File: config.mk
export PLATFORM = sky130hd
export DESIGN_NAME = timer_reload_transfer_ops
export DESIGN_NICKNAME = d
export VERILOG_FILES = /design/src/core/transfer_ops_pkg.sv /design/src/core/byte_load_reg.sv /design/src/core/timer_reload_transfer_ops.sv
export SDC_FILE = /design/constraint.sdc
export NUM_CORES = 1
export LEC_CHECK = 0
export ABC_AREA = 1
export BUFFER_PORTS_ARGS = -buffer_cell sky130_fd_sc_hd__buf_2
export CAP_MARGIN = 20
export CORE_MARGIN = 4
export CORE_UTILIZATION = 43
export DETAILED_ROUTE_END_ITERATION = 10
export PLACE_DENSITY = 0.82
export SLEW_MARGIN = 20
export SYNTH_ARGS = -nofsm -noshare
export SYNTH_HDL_FRONTEND = slang
export SYNTH_SLANG_ARGS = --single-unit
File: constraint.sdc
create_clock -name mclk -period 1.66 [get_ports mclk]
set_input_delay 0.166 -clock mclk [delete_from_list [all_inputs] [get_ports mclk]]
set_output_delay 0.166 -clock mclk [all_outputs]
set_load 0.05 [all_outputs]
File: src/core/transfer_ops_pkg.sv
// Function
// - skip next instruction when port output bit picked by pointer is zero
// - first timer load writes b:a into counter and low reload, one cycle
// - decode first high reload load; one word, carry untouched, never skips
// - first high reload load puts b in upper nibble, counter untouched
// - first high reload load puts accumulator into lower nibble
// - code 2a7 copies first low reload into first timer counter
// - second timer load writes b:a into counter and low reload
// - decode second high reload load, b upper nibble, a lower nibble
package transfer_ops_pkg;

   // ***************************************
   // instruction codes
   // ***************************************
   localparam logic [9:0] OP_SKIP_PORT_W1   = 10'h024;
   localparam logic [9:0] OP_SKIP_PORT_W2   = 10'h02b;
   localparam logic [9:0] OP_LOAD_T1_LOW    = 10'h230;
   localparam logic [9:0] OP_LOAD_T1_HIGH   = 10'h292;
   localparam logic [9:0] OP_COPY_LOW_T1    = 10'h2a7;
   localparam logic [9:0] OP_LOAD_T2_LOW    = 10'h231;
   localparam logic [9:0] OP_LOAD_T2_HIGH   = 10'h294;

   // ***************************************
   // reset values and limits
   // ***************************************
   localparam logic [7:0] TIMER_RESET       = 8'h00;
   localparam logic [3:0] PTR_LIMIT         = 4'h3;
   localparam int         NIBBLE_MSB        = 7;
   localparam int         NIBBLE_LSB        = 4;

   // ***************************************
   // types
   // ***************************************
   typedef enum logic [1:0] {
      ST_IDLE = 2'b01,
      ST_SKIP = 2'b10
   } dec_state_t;

   typedef struct packed {
      logic       valid;
      logic [9:0] code;
   } instr_req_t;

   typedef struct packed {
      logic [3:0] acc;
      logic [3:0] breg;
      logic [3:0] ptr_y;
   } operand_t;

   typedef struct packed {
      dec_state_t state;
      logic       skip_next;
      logic       done;
   } ctrl_state_t;

   typedef struct packed {
      logic [7:0] value;
   } byte_state_t;

endpackage

File: src/core/byte_load_reg.sv
`timescale 1ns/1ps
module byte_load_reg
   import transfer_ops_pkg::*;
(
   input  wire logic       mclk,
   input  wire logic       rst,
   input  wire logic       load,
   input  wire logic [7:0] din,
   output logic      [7:0] q
);

   byte_state_t state_ff;
   byte_state_t nxt_state;

   // ***************************************
   // next value
   // ***************************************
   always_comb begin
      nxt_state = state_ff;
      if (load) begin
         nxt_state.value = din;
      end
   end

   always_ff @(posedge mclk or posedge rst) begin
      if (rst) begin
         state_ff <= '{value: TIMER_RESET};
      end else begin
         state_ff <= nxt_state;
      end
   end

   assign q = state_ff.value;

endmodule

File: src/core/timer_reload_transfer_ops.sv
`timescale 1ns/1ps
module timer_reload_transfer_ops
   import transfer_ops_pkg::*;
(
   input  wire logic       mclk,
   input  wire logic       rst,
   input  wire instr_req_t req,
   input  wire operand_t   opnd,
   input  wire logic [3:0] port_out_bits,
   output logic      [7:0] first_timer_count,
   output logic      [7:0] first_timer_low_reload,
   output logic      [7:0] first_timer_high_reload,
   output logic      [7:0] second_timer_count,
   output logic      [7:0] second_timer_low_reload,
   output logic      [7:0] second_timer_high_reload,
   output logic            skip_next,
   output logic            exec_done
);

   ctrl_state_t ctrl_ff;
   ctrl_state_t nxt_ctrl;

   logic [7:0] ab_word;
   logic       in_idle;
   logic       dec_t1_low;
   logic       dec_t1_high;
   logic       dec_copy_t1;
   logic       dec_t2_low;
   logic       dec_t2_high;
   logic       dec_skip_w1;
   logic       dec_skip_w2;
   logic       ptr_ok;
   logic       port_bit;
   logic       t1_count_load;
   logic [7:0] t1_count_din;

   // ***************************************
   // decode
   // ***************************************
   assign ab_word     = {opnd.breg, opnd.acc};
   assign in_idle     = (ctrl_ff.state == ST_IDLE);
   assign dec_t1_low  = req.valid && in_idle && (req.code == OP_LOAD_T1_LOW);
   assign dec_t1_high = req.valid && in_idle && (req.code == OP_LOAD_T1_HIGH);
   assign dec_copy_t1 = req.valid && in_idle && (req.code == OP_COPY_LOW_T1);
   assign dec_t2_low  = req.valid && in_idle && (req.code == OP_LOAD_T2_LOW);
   assign dec_t2_high = req.valid && in_idle && (req.code == OP_LOAD_T2_HIGH);
   assign dec_skip_w1 = req.valid && in_idle && (req.code == OP_SKIP_PORT_W1);
   assign dec_skip_w2 = req.valid && !in_idle && (req.code == OP_SKIP_PORT_W2);

   // out-of-range pointer is left to software; here it simply never skips
   assign ptr_ok   = (opnd.ptr_y <= PTR_LIMIT);
   assign port_bit = port_out_bits[opnd.ptr_y[1:0]];

   // counter strobe includes the low reload strobe so both change on one edge
   assign t1_count_load = dec_t1_low || dec_copy_t1;
   assign t1_count_din  = dec_t1_low ? ab_word : first_timer_low_reload;

   // ***************************************
   // destination registers
   // ***************************************
   byte_load_reg u_t1_count (
      .mclk (mclk),
      .rst  (rst),
      .load (t1_count_load),
      .din  (t1_count_din),
      .q    (first_timer_count)
   );

   byte_load_reg u_t1_low (
      .mclk (mclk),
      .rst  (rst),
      .load (dec_t1_low),
      .din  (ab_word),
      .q    (first_timer_low_reload)
   );

   byte_load_reg u_t1_high (
      .mclk (mclk),
      .rst  (rst),
      .load (dec_t1_high),
      .din  (ab_word),
      .q    (first_timer_high_reload)
   );

   byte_load_reg u_t2_count (
      .mclk (mclk),
      .rst  (rst),
      .load (dec_t2_low),
      .din  (ab_word),
      .q    (second_timer_count)
   );

   byte_load_reg u_t2_low (
      .mclk (mclk),
      .rst  (rst),
      .load (dec_t2_low),
      .din  (ab_word),
      .q    (second_timer_low_reload)
   );

   byte_load_reg u_t2_high (
      .mclk (mclk),
      .rst  (rst),
      .load (dec_t2_high),
      .din  (ab_word),
      .q    (second_timer_high_reload)
   );

   // ***************************************
   // sequencing of the two-word skip test
   // ***************************************
   always_comb begin
      nxt_ctrl           = ctrl_ff;
      nxt_ctrl.skip_next = 1'b0;
      nxt_ctrl.done      = 1'b0;
      unique case (ctrl_ff.state)
         ST_IDLE: begin
            if (dec_skip_w1) begin
               nxt_ctrl.state = ST_SKIP;
            end else if (dec_t1_low || dec_t1_high || dec_copy_t1 || dec_t2_low || dec_t2_high) begin
               nxt_ctrl.done = 1'b1;
            end
         end
         ST_SKIP: begin
            // a stray word in place of the second word drops the test
            if (req.valid) begin
               nxt_ctrl.state = ST_IDLE;
               if (dec_skip_w2) begin
                  nxt_ctrl.done      = 1'b1;
                  nxt_ctrl.skip_next = ptr_ok && !port_bit;
               end
            end
         end
         default: begin
            nxt_ctrl.state = ST_IDLE;
         end
      endcase
   end

   always_ff @(posedge mclk or posedge rst) begin
      if (rst) begin
         ctrl_ff <= '{state: ST_IDLE, skip_next: 1'b0, done: 1'b0};
      end else begin
         ctrl_ff <= nxt_ctrl;
      end
   end

   assign skip_next = ctrl_ff.skip_next;
   assign exec_done = ctrl_ff.done;
endmodule

[After elaboration in Yosys (flattened, before gate mapping)]
Cells that the tools add are included.
Operators by class
  reductions and logical operators: 18
  multiplexer cells: 11
  equal/unequal tests: 11
  $lt $le $gt $ge: 2
Operators by type and width (number)
  10-bit equality test, second input constant: 5
  10-bit by 6-bit equality test with 1-bit output, second input constant: 2
  1-bit logical AND: 10
  8-bit 2-to-1 mux: 1
  1-bit logical OR: 5
  4-bit by 2-bit less-or-equal comparator with 1-bit output, second input constant: 1
  1-bit 2-to-1 mux: 4
  2-bit 2-to-1 mux: 2
  4-bit 2-to-1 mux: 1
  2-bit case mux with 2 select lines: 1
  2-bit by 3-bit < comparator with 1-bit output, second input constant: 1
  1-bit binary-select mux with 2-bit select: 1
  2-bit by 1-bit equality test with 1-bit output, second input constant: 1
  2-bit equality test, second input constant: 1
  1-bit logical NOT: 2
  2-bit by 1-bit != test with 1-bit output, second input constant: 1
  2-bit != test, second input constant: 1
  1-bit case mux with 2 select lines: 1
  2-bit AND reduction: 1
Storage, ports and cells
  register bits: 44
  bits of input ports: 29
  output and inout bits: 50

[Longest topological paths before layout]
  depth in word-level cells: 10
  depth in mapped cells: 10
  mapped depth without buffers: 10

[Cells and area by module]
From an unflattened synthesis, not the netlist that was laid out.
Unflattened totals
  cell total of the unflattened synthesis: 325
  area total of the unflattened synthesis: 2453.6 um2
By module, submodules not included
  byte_load_reg: area each 309.0 um2, times used 6, cells an instance 35, sequential area each 200.2 um2
  timer_reload_transfer_ops: area each 599.3 um2, times used 1, cells an instance 115, sequential area each 101.3 um2

[Least setup slack after synthesis]
OpenSTA, ideal clock, no wires.
  path kind: register to register
  from: register ctrl_ff[2] (netlist bit)
  to: register u_t2_high.state_ff, in the netlist u_t2_high.q[0]
  setup slack: 12 ps
  clock period less this slack: 1648 ps
  library setup time: 122 ps
  stages on the path, launching flop included: 10
  arrival: 1525 ps
  path buffers: 1
  cell sequence: dfstp_2 -> ha_1 -> nand2_1 -> nor2_2 -> nand2_1 -> nor2_1 -> inv_1 -> buf_2 -> nand2_1 -> o21ai_1
Between the ends
  cells in the longest elaborated chain, start to end: 3
RTL lines
  start: declaration: line timer_reload_transfer_ops.sv:20  | ctrl_state_t ctrl_ff;
  start signal: assignment: line timer_reload_transfer_ops.sv:142  | ctrl_ff <= '{state: ST_IDLE, skip_next: 1'b0, done: 1'b0};
  start signal: assignment: line timer_reload_transfer_ops.sv:144  | ctrl_ff <= nxt_ctrl;
  2-bit by 1-bit equality test with 1-bit output: line timer_reload_transfer_ops.sv:41  | assign in_idle = (ctrl_ff.state == ST_IDLE);
  1-bit logical AND (2 in series): line timer_reload_transfer_ops.sv:46  | assign dec_t2_high = req.valid && in_idle && (req.code == OP_LOAD_T2_HIGH);
  end signal: assignment: line byte_load_reg.sv:27  | state_ff <= '{value: TIMER_RESET};
  end signal: assignment: line byte_load_reg.sv:29  | state_ff <= nxt_state;
  end: declaration: line byte_load_reg.sv:12  | byte_state_t state_ff;
No other way between the ends.
A chain may end at the register's enable or synchronous reset.

[Final worst setup path]
  from: register ctrl_ff[2] (netlist bit)
  to: register u_t1_count.state_ff, in the netlist u_t1_count.q[5]
Between the ends
  cells in the longest elaborated chain, start to end: 4
RTL lines
  2-bit by 1-bit equality test with 1-bit output: line timer_reload_transfer_ops.sv:41
  1-bit logical AND (2 in series): line timer_reload_transfer_ops.sv:42  | assign dec_t1_low = req.valid && in_idle && (req.code == OP_LOAD_T1_LOW);
  8-bit 2-to-1 mux: line timer_reload_transfer_ops.sv:56  | assign t1_count_din = dec_t1_low ? ab_word : first_timer_low_reload;
  via t1_count_din[5]: line timer_reload_transfer_ops.sv:35  | logic [7:0] t1_count_din;
  end signal: assignment: line byte_load_reg.sv:27
  end signal: assignment: line byte_load_reg.sv:29
  end: declaration: line byte_load_reg.sv:12
The timed path passes the listed nets, and every way through them passes these cells.

==> key figures <==
STA
  • Period Utilization, post-route: 0.979
  • Setup violations, final: 0
  • Setup TNS: 0 ns
  • Final setup margin: 0.0345 ns
  • Max Slew Vio Count: 0
  • RSZ-0062 raised after global routing: true
  • Worst Skew: 0.00791 ns
  • Slew HR: 0.683
  • Post-route minimum period: 1.63 ns
  • Worst-margin pin slew: 0.475 ns
  • Fmax achieved: 615 MHz
  • Hold Vio Cnt, Final: 0

Setup path
  • WP data arrival: 1.82 ns
  • Reg2reg path depth: 9
  • Cell breakdown of the critical path: ha_4 -> nand2_4 -> nor3_4 -> nand2_2 -> clkbuf_16 -> nand2_4 -> o21ai_2 -> nand2_1 -> nand2_1
  • Slowest cell delay on critical path: 0.56 ns
  • WP data required: 1.85 ns
  • CP Class: flop to flop
  • Slowest stage cell, crit path: dfstp_2
  • CP Max Fanout: 8
  • R2r setup slk: 0.03 ns
  • Reg-to-Reg Start: ctrl_ff[2]
  • Crit start category: flop
  • Critical Path End: u_t1_count.q[5]
  • R2R Path End: u_t1_count.q[5]
  • CP Launch Point: ctrl_ff[2]
  • Crit end category: flop

Clock network
  • Clk Latency, worst-skew pair: 0.29 ns
  • TritonCTS sink count: 44
  • Worst-path clk slew: 0.08 ns
  • Cts bufs inserted: 5
  • CTS root buffer: clkbuf_8
  • H-Tree Level Count: 2
  • CTS tree: done
  • Worst-case clock buffer depth: 2

Global route
  • Largest net degree at the start of global routing: 25
  • GRT Overall Usage: 0.172
  • Initial antenna violation count: 0
  • First-pass GRT wire length: 7470 µm
  • Vias in the first global route: 1607
  • Congestion Overflow GR: 0

Layout
  • N_diodes: 0
  • Final net count: 349
  • Fillers: 400
  • Most frequent cells in the layout: nand2_1 (78), buf_2 (78), dfrtp_1 (43), inv_1 (23), o21ai_0 (16)
  • P&R area growth vs syn: 35.1%
  • Layout cell share with drive strength beyond 1: 0.387

Power
  • Internal: 1.74 mW
  • Seq pwr share: 0.476
  • Total leakage power: 1.57 nW
  • VDD IR max: 0.694 mV
  • Switch Pwr: 0.662 mW
  • Combinational Power Share: 0.188
  • Switching part of the total: 0.275
  • Power per standard cell area: 902 nW/µm²
  • Clock power frac: 0.336

Run status
  • Outcome: finished clean

Synth
  • Synthesized instance count: 234
  • Cell variety after synth: 24
  • Mapped cell area: 1970 µm²
  • Sequential share of the synthesized area: 0.559
  • Syn nets: 266
  • Synth warn: 0
  • Seq cells post-synth: 44
  • Syn avg cell area: 8.43 µm²

Placed design
  • Placer's final routability congestion estimate: 0.897
  • Dpl ws: -0.0453 ns
  • Detailed Place HPWL: 3580 µm
  • Port Buffers: 78

Floorplanning
  • Die ar.: 5730 µm²
  • Die Y: 75.7 µm
  • # rows: 24
  • Initial Util: 0.450
  • Core area: 4380 µm²
  • Die Wd: 75.7 µm
  • # IOs: 79

Route
  • Via density per instance: 4.78
  • First drt pass iteration count: 4
  • Initial drt markers: 72
  • Residual DRC: 0
  • DR WL/cell: 12.9 µm
  • Antenna viol nets, final: 0
  • Via count: 1768
  • Final WL: 4760 µm

Hold path
  • Hold/Removal Path Class: primary input to flop

Run
  • MaxCap Viol Count: 0
-- cells in the mapped netlist --
library cell	n	share of area
buf_6	1	0.0057
nor2_1	12	0.023
o21ai_2	2	0.0089
a32oi_1	1	0.0044
o21ai_1	15	0.038
a21oi_1	1	0.0025
nand2_2	2	0.0063
ha_1	3	0.019
dfstp_2	1	0.013
nand3_1	6	0.015
nor3_1	2	0.0051
o21ai_0	16	0.041
nor3_2	1	0.0051
nand4_1	1	0.0032
clkbuf_1	1	0.0019
or2_2	1	0.0032
buf_4	8	0.030
buf_2	2	0.0051
inv_2	1	0.0019
dfrtp_1	43	0.55
nor2_2	1	0.0032
nand3_2	1	0.0051
inv_1	26	0.049
nand2_1	86	0.16
-- power by group through the flow --
stage	Combinational (mW)	Sequential, mW	Clock, mW
after floorplan	0.219	1.19	0
after global placement	0.370	1.15	0
after detailed placement	0.383	1.16	0
after CTS	0.409	1.14	0.830
after global routing	0.512	1.15	0.864
final	0.451	1.14	0.808
-- worst max-delay path: cells and delay by family, from the launching register on --
family / cells / cell delay (ns)
AO/OA/AOI/OAI: 1 / 0.06
adder cells (fa/ha/maj): 1 / 0.15
buffers and inverters: 1 / 0.19
flip-flops: 1 / 0.56
AND/OR/NAND/NOR: 6 / 0.55
-- area by class of cell --
class,count,area [µm²],share of cell area
flip-flops and latches,44,1100,0.414
clock inverters,3,42.5,0.0160
multi-input cells,151,761,0.286
well taps,52,65.1,0.0244
clock buffers,5,68.8,0.0258
inverters,27,101,0.0380
repair buffers,88,523,0.196
-- flip-flops by register name, summed over array words and instances (netlist names) --
register,count
skip_next,1
u_t1_count.q,8
u_t2_high.q,8
u_t1_low.q,8
u_t2_count.q,8
exec_done,1
u_t1_high.q,8
ctrl_ff,2
-- stage by stage --
stage	hold slack (ns)	total power, mW	area, µm²	instances	util
floorplan	0.325	1.41	1970	234	-
global route	0.115	2.52	2660	370	0.608
CTS	0.108	2.38	2570	368	0.587
finish	0.116	2.40	2660	370	0.608
global placement	0.208	1.52	2430	359	0.555
detailed placement	0.214	1.54	2430	359	0.555
-- routing by layer --
metal / share of wire / global-route usage
met2: 0.48 / 0.266
met3: 0.072 / 0.0369
met4: 0.0073 / 0.0563
met5: 0 / 0
met1: 0.44 / 0.241
-- worst min path at each step --
| stage | end | from | slack (ns) | cells past startpoint |
|---|---|---|---|---|
| CTS | skip_next | opnd[2] | 0.11 | 3 |
| detailed placement | u_t1_count.q[6] | rst | 0.21 | 2 |
| floorplan | skip_next | opnd[2] | 0.32 | 2 |
| finish | skip_next | opnd[2] | 0.12 | 3 |
| global placement | u_t1_count.q[6] | rst | 0.21 | 2 |
| global route | skip_next | opnd[3] | 0.12 | 3 |
-- logic make-up (layout without fill, tap and decap cells) --
logic type	count (synthesis)	count (layout)	share of synthesized area
AND/OR/NAND/NOR	113	113	0.233
flip-flops	44	44	0.559
buffers and inverters	39	123	0.0945
AO/OA/AOI/OAI	35	35	0.0945
adder cells (fa/ha/maj)	3	3	0.0190
-- timing repair --
action,4_1_cts,5_1_grt
buffers inserted,0,1
endpoints found under the setup margin,13,28
gates cloned,0,1
gates resized for setup,6,16
pin swaps,2,5
hold buffers,1,0
hold endpoints to repair,19,0
Power figures use the tool's default switching activity.
